===== src/pkg/bcfc_defs.vh =====
// Constants for the bit count and float class unit
`ifndef BCFC_DEFS_VH
`define BCFC_DEFS_VH
`define BCFC_OP_PRIMARY_ZERO 6'h00
`define BCFC_OP_ALT_MAJOR    6'h1C
`define BCFC_OP_COPROC_TWO   6'h12
`define BCFC_OP_COPROC_ONE   6'h11
`define BCFC_FN_ONES_NEW     6'h11
`define BCFC_FN_ZEROS_NEW    6'h10
`define BCFC_FN_ONES_OLD     6'h21
`define BCFC_FN_ZEROS_OLD    6'h20
`define BCFC_FN_CLASS        6'h1B
`define BCFC_SHAMT_COUNT     5'h01
`define BCFC_SHAMT_OLD       5'h00
`define BCFC_SUB_CTRL_FROM   5'h02
`define BCFC_FMT_SINGLE      5'h10
`define BCFC_FMT_DOUBLE      5'h11
`define BCFC_MASK_SNAN       0
`define BCFC_MASK_QNAN       1
`define BCFC_MASK_NEG_INF    2
`define BCFC_MASK_NEG_NORM   3
`define BCFC_MASK_NEG_SUB    4
`define BCFC_MASK_NEG_ZERO   5
`define BCFC_MASK_POS_INF    6
`define BCFC_MASK_POS_NORM   7
`define BCFC_MASK_POS_SUB    8
`define BCFC_MASK_POS_ZERO   9
`define BCFC_RESET_RESULT    64'h0000000000000000
`define BCFC_RESET_WORD      32'h00000000
`define BCFC_RESET_ADDR      5'h00
`endif


===== src/logic/bcfc_lead_count.v =====
// Leading-zero counter over a 32-bit word, result 0..32
`timescale 1ns/1ps
module bcfc_lead_count (
	input  wire [31:0] word,   // Word scanned from bit 31 down
	output reg  [5:0]  count   // Leading zeros, 32 when all zero
);
	integer i;
	reg     found;
	always @* begin
		count = 6'h20;
		found = 1'b0;
		for (i = 31; i >= 0; i = i - 1) begin
			if (!found && word[i]) begin
				count = 6'h1F - i[5:0];
				found = 1'b1;
			end
		end
	end
endmodule


===== src/logic/bcfc_unit.v =====
// Bit count, float class and coprocessor-2 control read datapath
// What this block does
// - Count leading ones from bit 31; all ones gives 32.
// - Count leading zeros from bit 31; all zeros gives 32.
// - New encoding: opcode zero, second field 00000, bits 10..6 00001, functions 010001/010000.
// - Class sets bit 0 for signaling NaN, bit 1 for quiet NaN.
// - Negative: bit 2 infinity, 3 normal, 4 subnormal, 5 zero.
// - Positive: bit 6 infinity, 7 normal, 8 subnormal, 9 zero.
// - Class uses raw input; flush-subnormal setting has no effect.
// - Class mask zero-extended to 64 bits for both formats; upper input bits ignored for single.
// - Class never raises a value-dependent exception.
// - Class accepts only single and double; others reserved-instruction.
// - Control read copies selected 32-bit coprocessor-2 word into second field register.
// - Class and control read may trap; counts never trap.
`timescale 1ns/1ps
`include "bcfc_defs.vh"
module bcfc_unit (
	input  wire        clk,              // Processor clock
	input  wire        rst_b,            // Async reset, active low
	input  wire        issue,            // Instruction valid this cycle
	input  wire [31:0] instr,            // Instruction word
	input  wire [31:0] src_reg_value,    // General register named by src_reg_field
	input  wire [63:0] fp_source_value,  // Float register named by fp_source_field
	input  wire        cop_one_usable,   // Coprocessor 1 enabled
	input  wire        cop_two_usable,   // Coprocessor 2 enabled
	input  wire [31:0] coproc_two_opcode_ctrl_word,   // Control word returned by coprocessor 2
	output wire [15:0] coproc_two_opcode_ctrl_sel,    // Selector presented to coprocessor 2
	output wire        coproc_two_opcode_ctrl_rd,     // Control read strobe to coprocessor 2
	output reg         gpr_we,           // General register write
	output reg  [4:0]  gpr_waddr,        // General register destination
	output reg  [31:0] gpr_wdata,        // General register data
	output reg         fpr_we,           // Float register write
	output reg  [4:0]  fpr_waddr,        // Float register destination
	output reg  [63:0] fpr_wdata,        // Float register data
	output reg         exc_cop_unusable, // Coprocessor unusable exception
	output reg         exc_reserved,     // Reserved instruction exception
	output reg         claimed           // Instruction was one of ours
);
	wire [5:0] opcode           = instr[31:26];
	wire [4:0] src_reg_field    = instr[25:21];
	wire [4:0] second_reg_field = instr[20:16];
	wire [4:0] dest_field       = instr[15:11];
	wire [4:0] shamt            = instr[10:6];
	wire [5:0] funct            = instr[5:0];
	wire [4:0] fmt              = instr[25:21];
	wire [4:0] fp_source_field  = instr[15:11];
	wire [4:0] fp_dest_field    = instr[10:6];

	// Decode
	wire count_new = (opcode == `BCFC_OP_PRIMARY_ZERO) && (second_reg_field == 5'h00) &&
			(shamt == `BCFC_SHAMT_COUNT);
	wire ones_new = count_new && (funct == `BCFC_FN_ONES_NEW);
	wire zeros_new = count_new && (funct == `BCFC_FN_ZEROS_NEW);
	// Old form trusts software to repeat rd in the second field; rd is used
	wire count_old = (opcode == `BCFC_OP_ALT_MAJOR) && (shamt == `BCFC_SHAMT_OLD);
	wire ones_old = count_old && (funct == `BCFC_FN_ONES_OLD);
	wire zeros_old = count_old && (funct == `BCFC_FN_ZEROS_OLD);
	wire count_leading_ones_op  = ones_new || ones_old;
	wire count_leading_zeros_op = zeros_new || zeros_old;
	wire coproc_two_opcode_control_read = (opcode == `BCFC_OP_COPROC_TWO) &&
			(src_reg_field == `BCFC_SUB_CTRL_FROM);
	wire class_any = (opcode == `BCFC_OP_COPROC_ONE) && (second_reg_field == 5'h00) &&
			(funct == `BCFC_FN_CLASS);
	wire fmt_single = (fmt == `BCFC_FMT_SINGLE);
	wire fmt_double = (fmt == `BCFC_FMT_DOUBLE);
	// Other formats at this function are claimed and trap as reserved
	wire class_op = class_any && (fmt_single || fmt_double);

	// Counting: ones are counted as zeros of the inverted word
	wire [31:0] count_in = count_leading_ones_op ? ~src_reg_value : src_reg_value;
	wire [5:0]  lead_count;
	bcfc_lead_count u_count (
		.word  (count_in),
		.count (lead_count)
	);

	// Coprocessor-2 selector; value for a missing register is whatever it returns
	assign coproc_two_opcode_ctrl_sel = instr[15:0];
	assign coproc_two_opcode_ctrl_rd  = issue && coproc_two_opcode_control_read && cop_two_usable;

	// Class: raw bits only, no flush setting input exists
	// Single uses only the low 32 bits
	reg        sign;
	reg        exp_ones;
	reg        exp_zero;
	reg        frac_zero;
	reg        frac_top;
	reg [9:0]  mask;
	always @* begin
		if (fmt_double) begin
			sign      = fp_source_value[63];
			exp_ones  = &fp_source_value[62:52];
			exp_zero  = ~|fp_source_value[62:52];
			frac_zero = ~|fp_source_value[51:0];
			frac_top  = fp_source_value[51];
		end else begin
			sign      = fp_source_value[31];
			exp_ones  = &fp_source_value[30:23];
			exp_zero  = ~|fp_source_value[30:23];
			frac_zero = ~|fp_source_value[22:0];
			frac_top  = fp_source_value[22];
		end
		mask = 10'h000;
		// Priority chain keeps exactly one bit set
		if (exp_ones && !frac_zero) begin
			if (frac_top)
				mask[`BCFC_MASK_QNAN] = 1'b1;
			else
				mask[`BCFC_MASK_SNAN] = 1'b1;
		end else if (sign) begin
			if (exp_ones)
				mask[`BCFC_MASK_NEG_INF] = 1'b1;
			else if (!exp_zero)
				mask[`BCFC_MASK_NEG_NORM] = 1'b1;
			else if (!frac_zero)
				mask[`BCFC_MASK_NEG_SUB] = 1'b1;
			else
				mask[`BCFC_MASK_NEG_ZERO] = 1'b1;
		end else begin
			if (exp_ones)
				mask[`BCFC_MASK_POS_INF] = 1'b1;
			else if (!exp_zero)
				mask[`BCFC_MASK_POS_NORM] = 1'b1;
			else if (!frac_zero)
				mask[`BCFC_MASK_POS_SUB] = 1'b1;
			else
				mask[`BCFC_MASK_POS_ZERO] = 1'b1;
		end
	end

	// Zero-extended to 64 for both formats; upper word of single is zero
	wire [63:0] class_result = {54'h0, mask};

	// Next-state
	reg        next_gpr_we;
	reg [4:0]  next_gpr_waddr;
	reg [31:0] next_gpr_wdata;
	reg        next_fpr_we;
	reg        next_exc_cu;
	reg        next_exc_ri;
	reg        next_claimed;
	always @* begin
		next_gpr_we    = 1'b0;
		next_gpr_waddr = dest_field;
		next_gpr_wdata = 32'h00000000;
		next_fpr_we    = 1'b0;
		next_exc_cu    = 1'b0;
		next_exc_ri    = 1'b0;
		next_claimed   = 1'b0;
		if (issue) begin
			if (count_leading_ones_op || count_leading_zeros_op) begin
				// Counts never trap
				next_claimed   = 1'b1;
				next_gpr_we    = 1'b1;
				next_gpr_wdata = {26'h0, lead_count};
			end else if (coproc_two_opcode_control_read) begin
				next_claimed = 1'b1;
				if (!cop_two_usable) begin
					next_exc_cu = 1'b1;
				end else begin
					next_gpr_we    = 1'b1;
					next_gpr_waddr = second_reg_field;
					next_gpr_wdata = coproc_two_opcode_ctrl_word;
				end
			end else if (class_any) begin
				next_claimed = 1'b1;
				if (!cop_one_usable)
					next_exc_cu = 1'b1;
				else if (!class_op)
					next_exc_ri = 1'b1;
				else
					next_fpr_we = 1'b1;  // No value-based trap
			end
		end
	end

	always @(posedge clk or negedge rst_b) begin
		if (!rst_b) begin
			gpr_we           <= 1'b0;
			gpr_waddr        <= `BCFC_RESET_ADDR;
			gpr_wdata        <= `BCFC_RESET_WORD;
			fpr_we           <= 1'b0;
			fpr_waddr        <= `BCFC_RESET_ADDR;
			fpr_wdata        <= `BCFC_RESET_RESULT;
			exc_cop_unusable <= 1'b0;
			exc_reserved     <= 1'b0;
			claimed          <= 1'b0;
		end else begin
			gpr_we           <= next_gpr_we;
			gpr_waddr        <= next_gpr_waddr;
			gpr_wdata        <= next_gpr_wdata;
			fpr_we           <= next_fpr_we;
			fpr_waddr        <= fp_dest_field;
			fpr_wdata        <= class_result;
			exc_cop_unusable <= next_exc_cu;
			exc_reserved     <= next_exc_ri;
			claimed          <= next_claimed;
		end
	end
endmodule


===== config.mk =====
export PLATFORM = sky130hd
export DESIGN_NAME = bcfc_unit
export DESIGN_NICKNAME = d
export VERILOG_FILES = /design/src/logic/bcfc_lead_count.v /design/src/logic/bcfc_unit.v
export VERILOG_INCLUDE_DIRS = /design/src /design/src/pkg
export SDC_FILE = /design/constraint.sdc
export NUM_CORES = 1
export LEC_CHECK = 0
export BUFFER_PORTS_ARGS = -buffer_cell sky130_fd_sc_hd__buf_4
export CAP_MARGIN = 20
export CORE_AREA = 4 4 112 114
export CTS_CLUSTER_DIAMETER = 120
export DETAILED_ROUTE_END_ITERATION = 10
export DIE_AREA = 0 0 116 118
export PLACE_DENSITY = 0.7
export REMOVE_ABC_BUFFERS = 1
export SETUP_SLACK_MARGIN = 0.5
export SLEW_MARGIN = 20
export SYNTH_ARGS = -nofsm -noshare
export SYNTH_HDL_FRONTEND = slang
export SYNTH_SLANG_ARGS = --single-unit

===== constraint.sdc =====
create_clock -name clk -period 1.7 [get_ports clk]
set_clock_uncertainty 0.05 [all_clocks]
set_input_delay 0.085 -clock clk [delete_from_list [all_inputs] [get_ports clk]]
set_output_delay 0.085 -clock clk [all_outputs]
set_load 0.05 [all_outputs]

Word-level counts from Yosys, hierarchy flattened
Cells that the tools add are included.
Word-level totals
  flip-flop bits (word level): 57
  input bits: 165
  output and inout port bits: 128
  logic and storage cells: 231
Cells by class
  equal/unequal tests: 12
  multiplexer cells: 115
  bitwise operators: 1
  reductions and logical operators: 94
Operators by type and width (number)
  6-bit 2-to-1 mux: 32
  32-bit 2-to-1 mux: 5
  1-bit 2-to-1 mux: 68
  52-bit OR reduction: 1
  1-bit logical AND: 45
  6-bit by 5-bit equality test with 1-bit output (second input constant): 6
  1-bit zero test: 36
  32-bit NOT: 1
  23-bit OR reduction: 1
  5-bit 2-to-1 mux: 4
  6-bit equality test (second input constant): 2
  11-bit AND reduction: 1
  11-bit OR reduction: 1
  5-bit equality test (second input constant): 2
  5-bit zero test: 2
  4-bit 2-to-1 mux: 2
  8-bit 2-to-1 mux: 1
  8-bit AND reduction: 1
  8-bit OR reduction: 1
  6-bit zero test: 1
  5-bit by 1-bit equality test with 1-bit output (second input constant): 1
  5-bit by 2-bit equality test with 1-bit output (second input constant): 1
  1-bit logical OR: 4
  2-bit 2-to-1 mux: 2
  3-bit 2-to-1 mux: 1

Depth between registers and ports, before layout
Gate-level depths: netlist (run 1).
  depth after elaboration: 102
  gate-level depth with buffers: 8
  depth with buffers taken out: 7

By module
Synthesis (run 1) repeated with hierarchy kept, for this count alone.
Second synthesis, totals
  cell total of the unflattened synthesis: 364
  area, all modules: 3545.9 µm²
Modules (own cells, without submodules)
  bcfc_unit: instances 1, cells an instance 300, area each 3160.5 µm², sequential area each 1426.4 µm²
  bcfc_lead_count: instances 1, cells an instance 64, area each 385.4 µm², sequential area each 0.0 µm²

Worst setup path after synthesis (run 1)
No wires, ideal clock.
  path kind: input port to flip-flop
  start point: in instr[25]
  end point: reg gpr_wdata[24]
  arrival time: 2.053 ns
  data required time: 1.581 ns
  path slack: -0.471 ns
  stages: 6
  path through: or4_1 nor4_1 and3_1 buf_6 clkbuf_1 and2_1
On the way
  word-level cells in the longest chain between the ends: 5
RTL lines
  from (decl): RTL line bcfc_unit.v:21  | input wire [31:0] instr,
  5-bit by 2-bit equality test with 1-bit output (no line)
  1-bit logical AND: RTL line bcfc_unit.v:60  | wire coproc_two_opcode_control_read = (opcode == `BCFC_OP_COPROC_TWO) &&
  32-bit 2-to-1 mux: RTL line bcfc_unit.v:156  | end else if (coproc_two_opcode_control_read) begin
  32-bit 2-to-1 mux: RTL line bcfc_unit.v:151  | if (count_leading_ones_op || count_leading_zeros_op) begin
  32-bit 2-to-1 mux: RTL line bcfc_unit.v:150  | if (issue) begin
  net next_gpr_wdata[24]: RTL line bcfc_unit.v:137  | reg [31:0] next_gpr_wdata;
  to (signal assigned): RTL line bcfc_unit.v:181  | gpr_wdata <= `BCFC_RESET_WORD;
  to (signal assigned): RTL line bcfc_unit.v:191  | gpr_wdata <= next_gpr_wdata;
  to (decl): RTL line bcfc_unit.v:31  | output reg [31:0] gpr_wdata,
The timed path passes the listed nets, and every way through them passes these cells.

Final worst setup path (run 1)
  start point: in instr[31]
  end point: reg gpr_wdata[2]
On the way
  word-level cells in the longest chain between the ends: 102
RTL lines
  6-bit zero test (no line)
  1-bit logical AND (2 in series): RTL line bcfc_unit.v:50  | wire count_new = (opcode == `BCFC_OP_PRIMARY_ZERO) && (second_reg_field == 5'h00) &&
  1-bit logical AND: RTL line bcfc_unit.v:52  | wire ones_new = count_new && (funct == `BCFC_FN_ONES_NEW);
  1-bit logical OR: RTL line bcfc_unit.v:58  | wire count_leading_ones_op = ones_new || ones_old;
  32-bit 2-to-1 mux: RTL line bcfc_unit.v:70  | wire [31:0] count_in = count_leading_ones_op ? ~src_reg_value : src_reg_value;
  1-bit 2-to-1 mux: RTL line bcfc_lead_count.v:13  | if (!found && word[i]) begin
  1-bit zero test: RTL line bcfc_lead_count.v:13
  1-bit logical AND: RTL line bcfc_lead_count.v:13
  [86 not listed]
  1-bit logical AND: RTL line bcfc_lead_count.v:13
  1-bit 2-to-1 mux: RTL line bcfc_lead_count.v:13
  1-bit zero test: RTL line bcfc_lead_count.v:13
  1-bit logical AND: RTL line bcfc_lead_count.v:13
  6-bit 2-to-1 mux: RTL line bcfc_lead_count.v:13
  32-bit 2-to-1 mux *: RTL line bcfc_unit.v:151
  32-bit 2-to-1 mux *: RTL line bcfc_unit.v:150
  net next_gpr_wdata[2]: RTL line bcfc_unit.v:137
The timed path passes the listed nets; every way through them passes the cells marked *.

==> results of run 1 <==
[per-layer routing]
layer,vias up,part of all wire,GRT usage
li1,2208,-,-
met2,292,0.51,0.4147
met5,-,0,0
met3,53,0.091,0.05090
met4,0,0.027,0.06164
met1,2292,0.37,0.2890
[cells by family (layout without fill, tap and decap cells)]
group	Yosys count	count (layout)	share of synthesized area
compound gates	60	60	0.1167
buf+inv	84	424	0.1521
flops	57	57	0.3635
mux	15	15	0.04082
other cells	1	54	0.0009557
simple gates	206	206	0.3259
[metrics by stage]
| stage | TNS (ns) | power, mW | cells | hold slack, ns |
|---|---|---|---|---|
| final | -0.4326 | 4.567 | 959 | 0.02297 |
| after detailed placement | -9.214 | 2.492 | 873 | 0.1311 |
| after global placement | -8.598 | 2.486 | 873 | 0.1219 |
| after floorplan | -21.91 | 1.829 | 400 | -0.2606 |
| after CTS | -0.2264 | 4.503 | 948 | 0.005548 |
| after global routing | -0.8620 | 4.727 | 959 | 0.02181 |
[what timing repair did]
item / in CTS / in global routing
gates cloned: 1 / 1
gates resized for setup: 94 / 65
hold buffers: 43 / 0
endpoints found under the setup margin: 52 / 53
endpoints found under the hold margin: 97 / 0
setup buffers: 15 / 10
pin swaps: 25 / 37
[worst min path at each step]
stage | start | end | slack [ns] | cells after the start
3_3_place_gp | rst_b | gpr_wdata[28] | 0.12 | 1
6_report | issue | gpr_we | 0.02 | 3
5_1_grt | coproc_two_opcode_ctrl_word[4] | gpr_wdata[4] | 0.02 | 3
4_1_cts | coproc_two_opcode_ctrl_word[4] | gpr_wdata[4] | 0.006 | 3
2_1_floorplan | rst_b | claimed | -0.26 | 0
3_5_place_dp | rst_b | gpr_wdata[27] | 0.13 | 1
[cell type report]
cell class                      count  share of cell area
Clock buffer                       10             0.02892
Clock inverter                      6             0.01043
Inverter                            8            0.004109
Multi-Input combinational cell    335              0.3312
Sequential cell                    57              0.1802
Tap cell                          143             0.02260
Timing Repair Buffer              400              0.4226
[where the power goes]
group	switching, mW	internal [mW]
Combinational	0.752	0.544
Sequential	0.00626	1.37
Clock	0.619	1.27
[registers in the layout (all words and copies together) (netlist names)]
| signal | count |
|---|---|
| claimed | 1 |
| gpr_waddr | 5 |
| fpr_we | 1 |
| fpr_wdata | 10 |
| exc_reserved | 1 |
| exc_cop_unusable | 1 |
| gpr_we | 1 |
| gpr_wdata | 32 |
| fpr_waddr | 5 |
[placed cells by master (no fill, tap or decap), types with 4 or more instances in the layout]
cell	n
a21oi_1	13
and2_4	25
and3_1	5
buf_4	313
buf_6	34
buf_8	6
clkbuf_16	10
conb_1	54
dfrtp_1	57
dlygate4sd3_1	43
inv_1	7
mux2_4	7
nand2_1	27
nand2b_1	6
nand3_1	6
nand3b_1	6
nand4_1	12
nor2_1	22
nor2b_1	4
nor3_1	12
nor4_1	12
nor4_2	6
nor4_4	10
o21ai_0	6
==> impl_metrics.py, run 1 <==
metrics = {
    "timing": {
        "fin_crit_sh": 1.072,
        "setup_violations": 7,
        "fin_ws_ns": -0.1228,
        "slew_violations": 0,
        "layout_min_cycle_time_ns": 1.823,
        "worst_pin_slew_ns": 0.7235,
        "finalHoldViolCount": 0,
        "rsz0062_at_grt": "yes",
        "slew-limit-headroom": 0.5176,
        "fmax_mhz": 548.6,
    },
    "worst_setup_path": {
        "arrival_ns": 2.00,
        "end_kind": "flop",
        "cp_slowest_cell": "or4b_4",
        "cp.depth": 8,
        "max_stage_delay_ns": 0.55,
        "critical_path.endpoint": "gpr_wdata[2]",
        "crit_family": "simple AND/OR/NAND/NOR gates",
        "crit_buf_inv": 1,
        "worstSetupStartpointType": "primary input",
        "cp_max_fo": 6,
        "worstSetupPathType": "primary input to flop",
        "cp.required_ns": 1.88,
        "crit_start": "instr[31]",
        "cp_cell_sequence": "buf_8, nand2b_4, or4b_4, a21o_4, nor4b_4, a41o_2, and4b_1, a32oi_1",
    },
    "floorplan": {
        "die_w_um": 116,
        "ios": 293,
        "start_util": 0.3436,
        "num_rows": 39,
        "die_h_um": 118,
        "core-area_mm2": 0.01142,
        "dieArea_mm2": 0.01369,
    },
    "routing": {
        "vias": 4845,
        "final_antenna_net_count": 0,
        "drc": 0,
        "viasPerCell": 5.052,
        "totalWireLength_um": 18560,
        "dr.pass1.iters": 5,
        "wire_per_inst_um": 19.35,
        "drt_iter0_drc": 320,
    },
    "global_route": {
        "grt_overflow": 0,
        "antenna_found_initial": 0,
        "track_usage": 0.2362,
        "grt_pass1_vias": 4798,
        "grt_pass1_wl_um": 25430,
        "grt_max_degree": 58,
    },
    "finish": {
        "syn_to_final_growth_pct": 101.8,
        "fin_nets": 976,
        "multi_input_area_mm2": 0.002623,
        "drive_above_1_share": 0.5944,
        "final_area_mm2": 0.007918,
        "n_antenna_cell": 0,
        "final-seq-area_mm2": 0.001426,
        "fin_util": 0.6934,
        "fill_cells": 815,
    },
    "logic_synthesis": {
        "synth-seq-cells": 57,
        "syn_area_per_cell_um2": 9.276,
        "ys_async_sr_fraction": 1.000,
        "synthTopCellsByCount": "70 x buf_4, 57 x dfrtp_1, 32 x nand2_1, 28 x and2_1",
        "netlist.area_leader.share": 0.3635,
        "synth.most_common_cell": "buf_4",
        "ys_warn_count": 0,
        "synth_cell_types": 71,
        "synthCells": 423,
        "synth_edf_count": 0,
        "syn-cell-area_mm2": 0.003924,
        "post-synth-top-area-cell": "dfrtp_1",
        "synth_area_leaders": "dfrtp_1 36%, buf_4 13%, and2_1 4.5%",
        "ys_seq_area_frac": 0.3635,
        "synth_flop_cell": "dfrtp_1",
    },
    "cts": {
        "numCtsBuffers": 9,
        "clockBufferDepth": 2,
        "cts.sinks": 57,
        "root_buffer": "clkbuf_16",
        "path_clk_slew_ns": 0.05,
        "htreeDepth": 3,
        "cts_tree": "built",
    },
    "power": {
        "p_leak_nw": 3.926,
        "peakVddDrop_mv": 0.6185,
        "p_per_area_mw_per_mm2": 576.9,
    },
    "placed_design": {
        "dp_hpwl_um": 12820,
        "place.gp.congestion": 0.9030,
        "placed_area_mm2": 0.006225,
        "dp_slack_ns": -0.6869,
        "numPortBuffers": 238,
    },
    "outcome": {
        "violations": "negative setup slack",
        "run_status": "finished, violations left",
    },
    "job": {
        "maxCapViolCount": 0,
    },
    "worst_hold_path": {
        "min_path_type": "primary input to flop",
    },
}
Note: power is estimated with default switching activity, not from simulation.
==> inputs of run 2 (changes only) <==
ABC_AREA = 1   (was not set)
CORE_AREA = 4 4 113 115   (was 4 4 112 114)
DIE_AREA = 0 0 117 119   (was 0 0 116 118)
PLACE_DENSITY = 0.69   (was 0.7)
==> impl_metrics.py, run 2 <==
metrics = {
    "routing": {
        "dr.pass1.iters": 4,
        "totalWireLength_um": 15700,
        "final_antenna_net_count": 0,
        "vias": 4590,
        "viasPerCell": 4.397,
        "drc": 0,
        "wire_per_inst_um": 15.04,
        "drt_iter0_drc": 300,
    },
    "floorplan": {
        "num_rows": 40,
        "ios": 293,
        "core-area_mm2": 0.01181,
        "start_util": 0.3337,
        "dieArea_mm2": 0.01392,
        "die_w_um": 117,
        "die_h_um": 119,
    },
    "cts": {
        "cts_tree": "built",
        "cts.sinks": 57,
        "htreeDepth": 3,
        "path_clk_slew_ns": 0.05,
        "clockBufferDepth": 2,
        "numCtsBuffers": 9,
        "root_buffer": "clkbuf_16",
    },
    "logic_synthesis": {
        "post-synth-top-area-cell": "dfrtp_1",
        "netlist.area_leader.share": 0.3619,
        "synthAdderAreaFrac": 0,
        "synth_area_leaders": "dfrtp_1 36%, buf_4 14%, inv_1 7.7%",
        "synthTopCellsByCount": "81 x inv_1, 79 x nor2_1, 71 x buf_4, 58 x nand2_1, 57 x dfrtp_1",
        "synth_cell_types": 42,
        "ys_seq_area_frac": 0.3619,
        "syn_area_per_cell_um2": 7.758,
        "synth_flop_cell": "dfrtp_1",
        "synthMuxAreaShare": 0,
        "synth-seq-cells": 57,
        "ys_warn_count": 0,
        "yosys.area_share.simple": 0.3060,
        "synth_top_family_by_area": "simple AND/OR/NAND/NOR gates",
        "synth.most_common_cell": "inv_1",
        "synthCells": 508,
        "synth-compound-area-share": 0.04921,
        "ys_async_sr_fraction": 1.000,
        "synth_edf_count": 0,
        "synth-xor-area-share": 0.06222,
        "syn-cell-area_mm2": 0.003941,
    },
    "timing": {
        "finalHoldViolCount": 0,
        "fin_ws_ns": -1.274,
        "rsz0062_at_grt": "yes",
        "layout_min_cycle_time_ns": 2.974,
        "fmax_mhz": 336.3,
        "slew-limit-headroom": 0.5212,
        "setup_violations": 8,
        "worst_pin_slew_ns": 0.7182,
        "slew_violations": 0,
        "finalSetupTns_ns": -9.332,
        "fin_crit_sh": 1.749,
    },
    "power": {
        "design_power_total_mw": 4.607,
        "p_leak_nw": 4.160,
        "peakVddDrop_mv": 0.4818,
        "p_per_area_mw_per_mm2": 589.1,
    },
    "finish": {
        "fill_cells": 892,
        "drive_above_1_share": 0.5195,
        "top_register": "gpr_wdata",
        "fin_nets": 1057,
        "n_antenna_cell": 0,
        "reg_top3": "gpr_wdata (32), fpr_wdata (10)",
        "layout_commonest_cell": "buf_4",
        "syn_to_final_growth_pct": 98.44,
        "fin_util": 0.6622,
        "final_cell_mix": "319 x buf_4, 69 x inv_1, 57 x nor2_1, 57 x dfrtp_1, 54 x conb_1",
        "largest_register_ffs": 32,
    },
    "placed_design": {
        "dp_slack_ns": -1.744,
        "dp_hpwl_um": 11030,
        "place.gp.congestion": 0.8788,
        "numPortBuffers": 238,
    },
    "global_route": {
        "track_usage": 0.2009,
        "antenna_found_initial": 0,
        "grt_overflow": 0,
        "grt_pass1_wl_um": 21940,
        "grt_max_degree": 58,
        "grt_pass1_vias": 4550,
    },
    "job": {
        "maxCapViolCount": 0,
    },
    "outcome": {
        "run_status": "finished, violations left",
        "violations": "negative setup slack",
    },
    "worst_hold_path": {
        "min_path_type": "primary input to flop",
    },
    "worst_setup_path": {
        "cp.required_ns": 1.89,
        "worstSetupPathType": "primary input to flop",
        "cp_max_fo": 3,
        "arrival_ns": 3.16,
        "end_kind": "flop",
        "worstSetupStartpointType": "primary input",
    },
}
## run 2: cell types whose count changed in the layout (fill, tap and decap cells not counted), moves of 8 or more
cell,previous run,this run
a21oi_1,13,2
and2_4,25,0
buf_6,34,21
inv_1,7,69
inv_2,0,10
nand2_1,27,44
nand2_2,3,13
nand3_1,6,19
nor2_1,22,57
nor2_4,1,26
nor4_4,10,2
xnor2_1,0,22
## run 2: cell type report
type | count | area [um^2] | area share
flip-flops and latches | 57 | 1426 | 0.1824
well taps | 147 | 183.9 | 0.02352
multi-input cells | 345 | 2303 | 0.2945
clock inverters | 2 | 60.06 | 0.007679
clock buffers | 14 | 264.0 | 0.03375
inverters | 83 | 321.6 | 0.04111
repair buffers | 396 | 3262 | 0.4171
## run 2: cells by family after synthesis
group / Yosys count
AND/OR/NAND/NOR: 235
buffers and inverters: 159
AO/OA/AOI/OAI: 28
flip-flops: 57
XOR/XNOR: 28
other: 1
## run 2: metrics by stage
step / hold slack, ns / std cells / cell area [um^2]
6_report: 0.02826 / 1044 / 7821
5_1_grt: 0.03180 / 1044 / 7821
4_1_cts: 0.01230 / 1031 / 7340
3_5_place_dp: 0.1417 / 946 / 6140
3_3_place_gp: 0.1378 / 946 / 6140
2_1_floorplan: -0.2606 / 485 / 3586
## run 2: final timing paths
path / start / to / slack, ns / cells after the start
min in group asynchronous: rst_b / gpr_wdata[30] / 0.33 / 2
min: issue / gpr_wdata[0] / 0.03 / 3
max in group asynchronous: rst_b / exc_cop_unusable / 0.79 / 2
max: instr[17] / gpr_wdata[4] / -1.27 / 28
## run 2: critical path: stages
cell	delay, ns
buf_6	0.10
nor2_4	0.16
nand2_4	0.07
nor2_4	0.11
buf_6	0.11
nand4_1	0.11
nand2_1	0.10
nand2_1	0.07
nand2_2	0.08
nand2_2	0.06
nor2_4	0.11
nand4_4	0.10
nor2_4	0.14
nand4_4	0.10
nor2_4	0.14
nand4_4	0.09
nor2_4	0.14
nand4_4	0.10
nor2_4	0.14
nand4_4	0.10
nor2_4	0.17
nand4_4	0.10
nor2_4	0.14
nand3_4	0.10
nor2_4	0.10
buf_4	0.13
a21oi_2	0.04
a21oi_1	0.15
## run 2: per-layer routing
| layer | wire (um) | share of wire | vias to the layer above | GRT usage |
|---|---|---|---|---|
| met5 | 0 | 0 | - | 0 |
| met4 | 385 | 0.025 | 0 | 0.07814 |
| met3 | 1200 | 0.076 | 29 | 0.04268 |
| met2 | 7982 | 0.51 | 208 | 0.3553 |
| met1 | 6130 | 0.39 | 2094 | 0.2327 |
| li1 | - | - | 2259 | - |
## run 2: timing repair
action,CTS,global route
pin swaps,9,21
endpoints found under the setup margin,48,53
hold buffers,46,0
resized for setup,63,98
gates cloned,0,2
setup buffers,23,11
endpoints found under the hold margin,101,0
## run 2: power breakdown
part	internal [mW]	switching [mW]
clock	1.36	0.569
sequential	1.37	0.00564
combinational	0.543	0.753
==> inputs of run 3 (changes only) <==
GPL_TIMING_DRIVEN = 0   (was not set)
==> impl_metrics.py, run 3 (synthesis results as in run 2) <==
metrics = {
    "cts": {
        "root_buffer": "clkbuf_16",
        "cts.sinks": 57,
        "path_clk_slew_ns": 0.05,
        "htreeDepth": 3,
        "clockBufferDepth": 2,
        "numCtsBuffers": 9,
        "cts_tree": "built",
    },
    "global_route": {
        "grt_pass1_vias": 4392,
        "grt_overflow": 0,
        "track_usage": 0.1971,
        "grt_pass1_wl_um": 21330,
        "grt_max_degree": 58,
        "antenna_found_initial": 0,
    },
    "timing": {
        "fmax_mhz": 330.9,
        "setup_violations": 6,
        "worst_pin_slew_ns": 0.7248,
        "rsz0062_at_grt": "yes",
        "fin_crit_sh": 1.778,
        "fin_ws_ns": -1.322,
        "layout_min_cycle_time_ns": 3.022,
        "slew-limit-headroom": 0.5168,
        "finalHoldViolCount": 0,
        "slew_violations": 0,
    },
    "worst_setup_path": {
        "worstSetupPathType": "primary input to flop",
        "path_common_cell": "nor2_4",
        "arrival_ns": 3.23,
        "crit_buf_inv": 3,
        "crit_family": "simple AND/OR/NAND/NOR gates",
        "cp.required_ns": 1.90,
        "worstSetupStartpointType": "primary input",
        "cp_max_fo": 4,
        "cp_slowest_cell": "nor2_4",
        "end_kind": "flop",
        "max_stage_delay_ns": 0.16,
    },
    "floorplan": {
        "dieArea_mm2": 0.01392,
        "ios": 293,
        "core-area_mm2": 0.01181,
        "die_w_um": 117,
        "num_rows": 40,
        "start_util": 0.3337,
        "die_h_um": 119,
    },
    "placed_design": {
        "numPortBuffers": 238,
        "dp_hpwl_um": 10310,
        "place.gp.congestion": 0.8171,
        "dp_slack_ns": -2.284,
        "placed_area_mm2": 0.005557,
    },
    "finish": {
        "reg_top3": "gpr_wdata (32), fpr_wdata (10)",
        "final_area_mm2": 0.007637,
        "fin_nets": 1002,
        "layout_commonest_cell": "buf_4",
        "drive_above_1_share": 0.5184,
        "final_cell_mix": "259 x buf_4, 73 x inv_1, 57 x dfrtp_1",
        "syn_to_final_growth_pct": 93.78,
        "fill_cells": 916,
        "largest_register_ffs": 32,
        "n_antenna_cell": 0,
        "top_register": "gpr_wdata",
    },
    "outcome": {
        "run_status": "finished, violations left",
        "violations": "negative setup slack",
    },
    "power": {
        "p_per_area_mw_per_mm2": 603.9,
        "design_power_total_mw": 4.612,
        "peakVddDrop_mv": 0.4803,
        "p_leak_nw": 3.875,
    },
    "routing": {
        "totalWireLength_um": 15940,
        "drc": 0,
        "viasPerCell": 4.538,
        "vias": 4484,
        "final_antenna_net_count": 0,
        "wire_per_inst_um": 16.13,
        "drt_iter0_drc": 247,
        "dr.pass1.iters": 4,
    },
    "worst_hold_path": {
        "min_path_type": "primary input to flop",
    },
    "job": {
        "maxCapViolCount": 0,
    },
}
==> run 3: final timing paths <==
path	startpoint	endpoint	cells after the start
setup / recovery	instr[30]	gpr_wdata[1]	29
hold / removal	issue	gpr_wdata[0]	3
max in group asynchronous	rst_b	gpr_wdata[5]	2
min in group asynchronous	rst_b	gpr_wdata[6]	2
==> run 3: layer usage <==
| metal | vias to the layer above | wire [um] | GRT usage |
|---|---|---|---|
| met5 | - | 0 | 0 |
| met4 | 0 | 278 | 0.07957 |
| met3 | 22 | 1204 | 0.04217 |
| met2 | 230 | 8339 | 0.3578 |
| met1 | 2077 | 6116 | 0.2186 |
| li1 | 2155 | - | - |
==> run 3: stage by stage <==
stage | instances | hold slack [ns] | utilization | setup TNS, ns
after CTS | 968 | -0.08178 | 0.5838 | -7.887
final | 988 | 0.006415 | 0.6466 | -7.777
after global placement | 870 | 0.1384 | 0.4704 | -49.94
after floorplan | 485 | -0.2606 | - | -42.71
after detailed placement | 870 | 0.1364 | 0.4704 | -49.30
after global routing | 988 | 0.01733 | 0.6466 | -9.116
==> run 3: power breakdown <==
part	internal (mW)	switching, mW
Combinational	0.495	0.752
Clock	1.39	0.592
Sequential	1.37	0.00496
==> run 3: layout make-up <==
class                           count  area, um^2  share of cell area
Tap cell                          147       183.9             0.02408
Timing Repair inverter              5       108.9             0.01425
Clock buffer                       13       270.3             0.03539
Timing Repair Buffer              335        2795              0.3660
Clock inverter                      2       60.06            0.007864
Inverter                           83       326.6             0.04276
Sequential cell                    57        1426              0.1868
Multi-Input combinational cell    346        2466              0.3229
==> run 3: timing repair <==
| item | CTS | global route |
|---|---|---|
| resized for setup | 65 | 151 |
| pin swaps | 38 | 56 |
| gates cloned | 1 | 5 |
| hold buffers | 45 | 1 |
| buffers inserted | 37 | 14 |
| endpoints found under the setup margin | 50 | 52 |
| endpoints found under the hold margin | 99 | 1 |
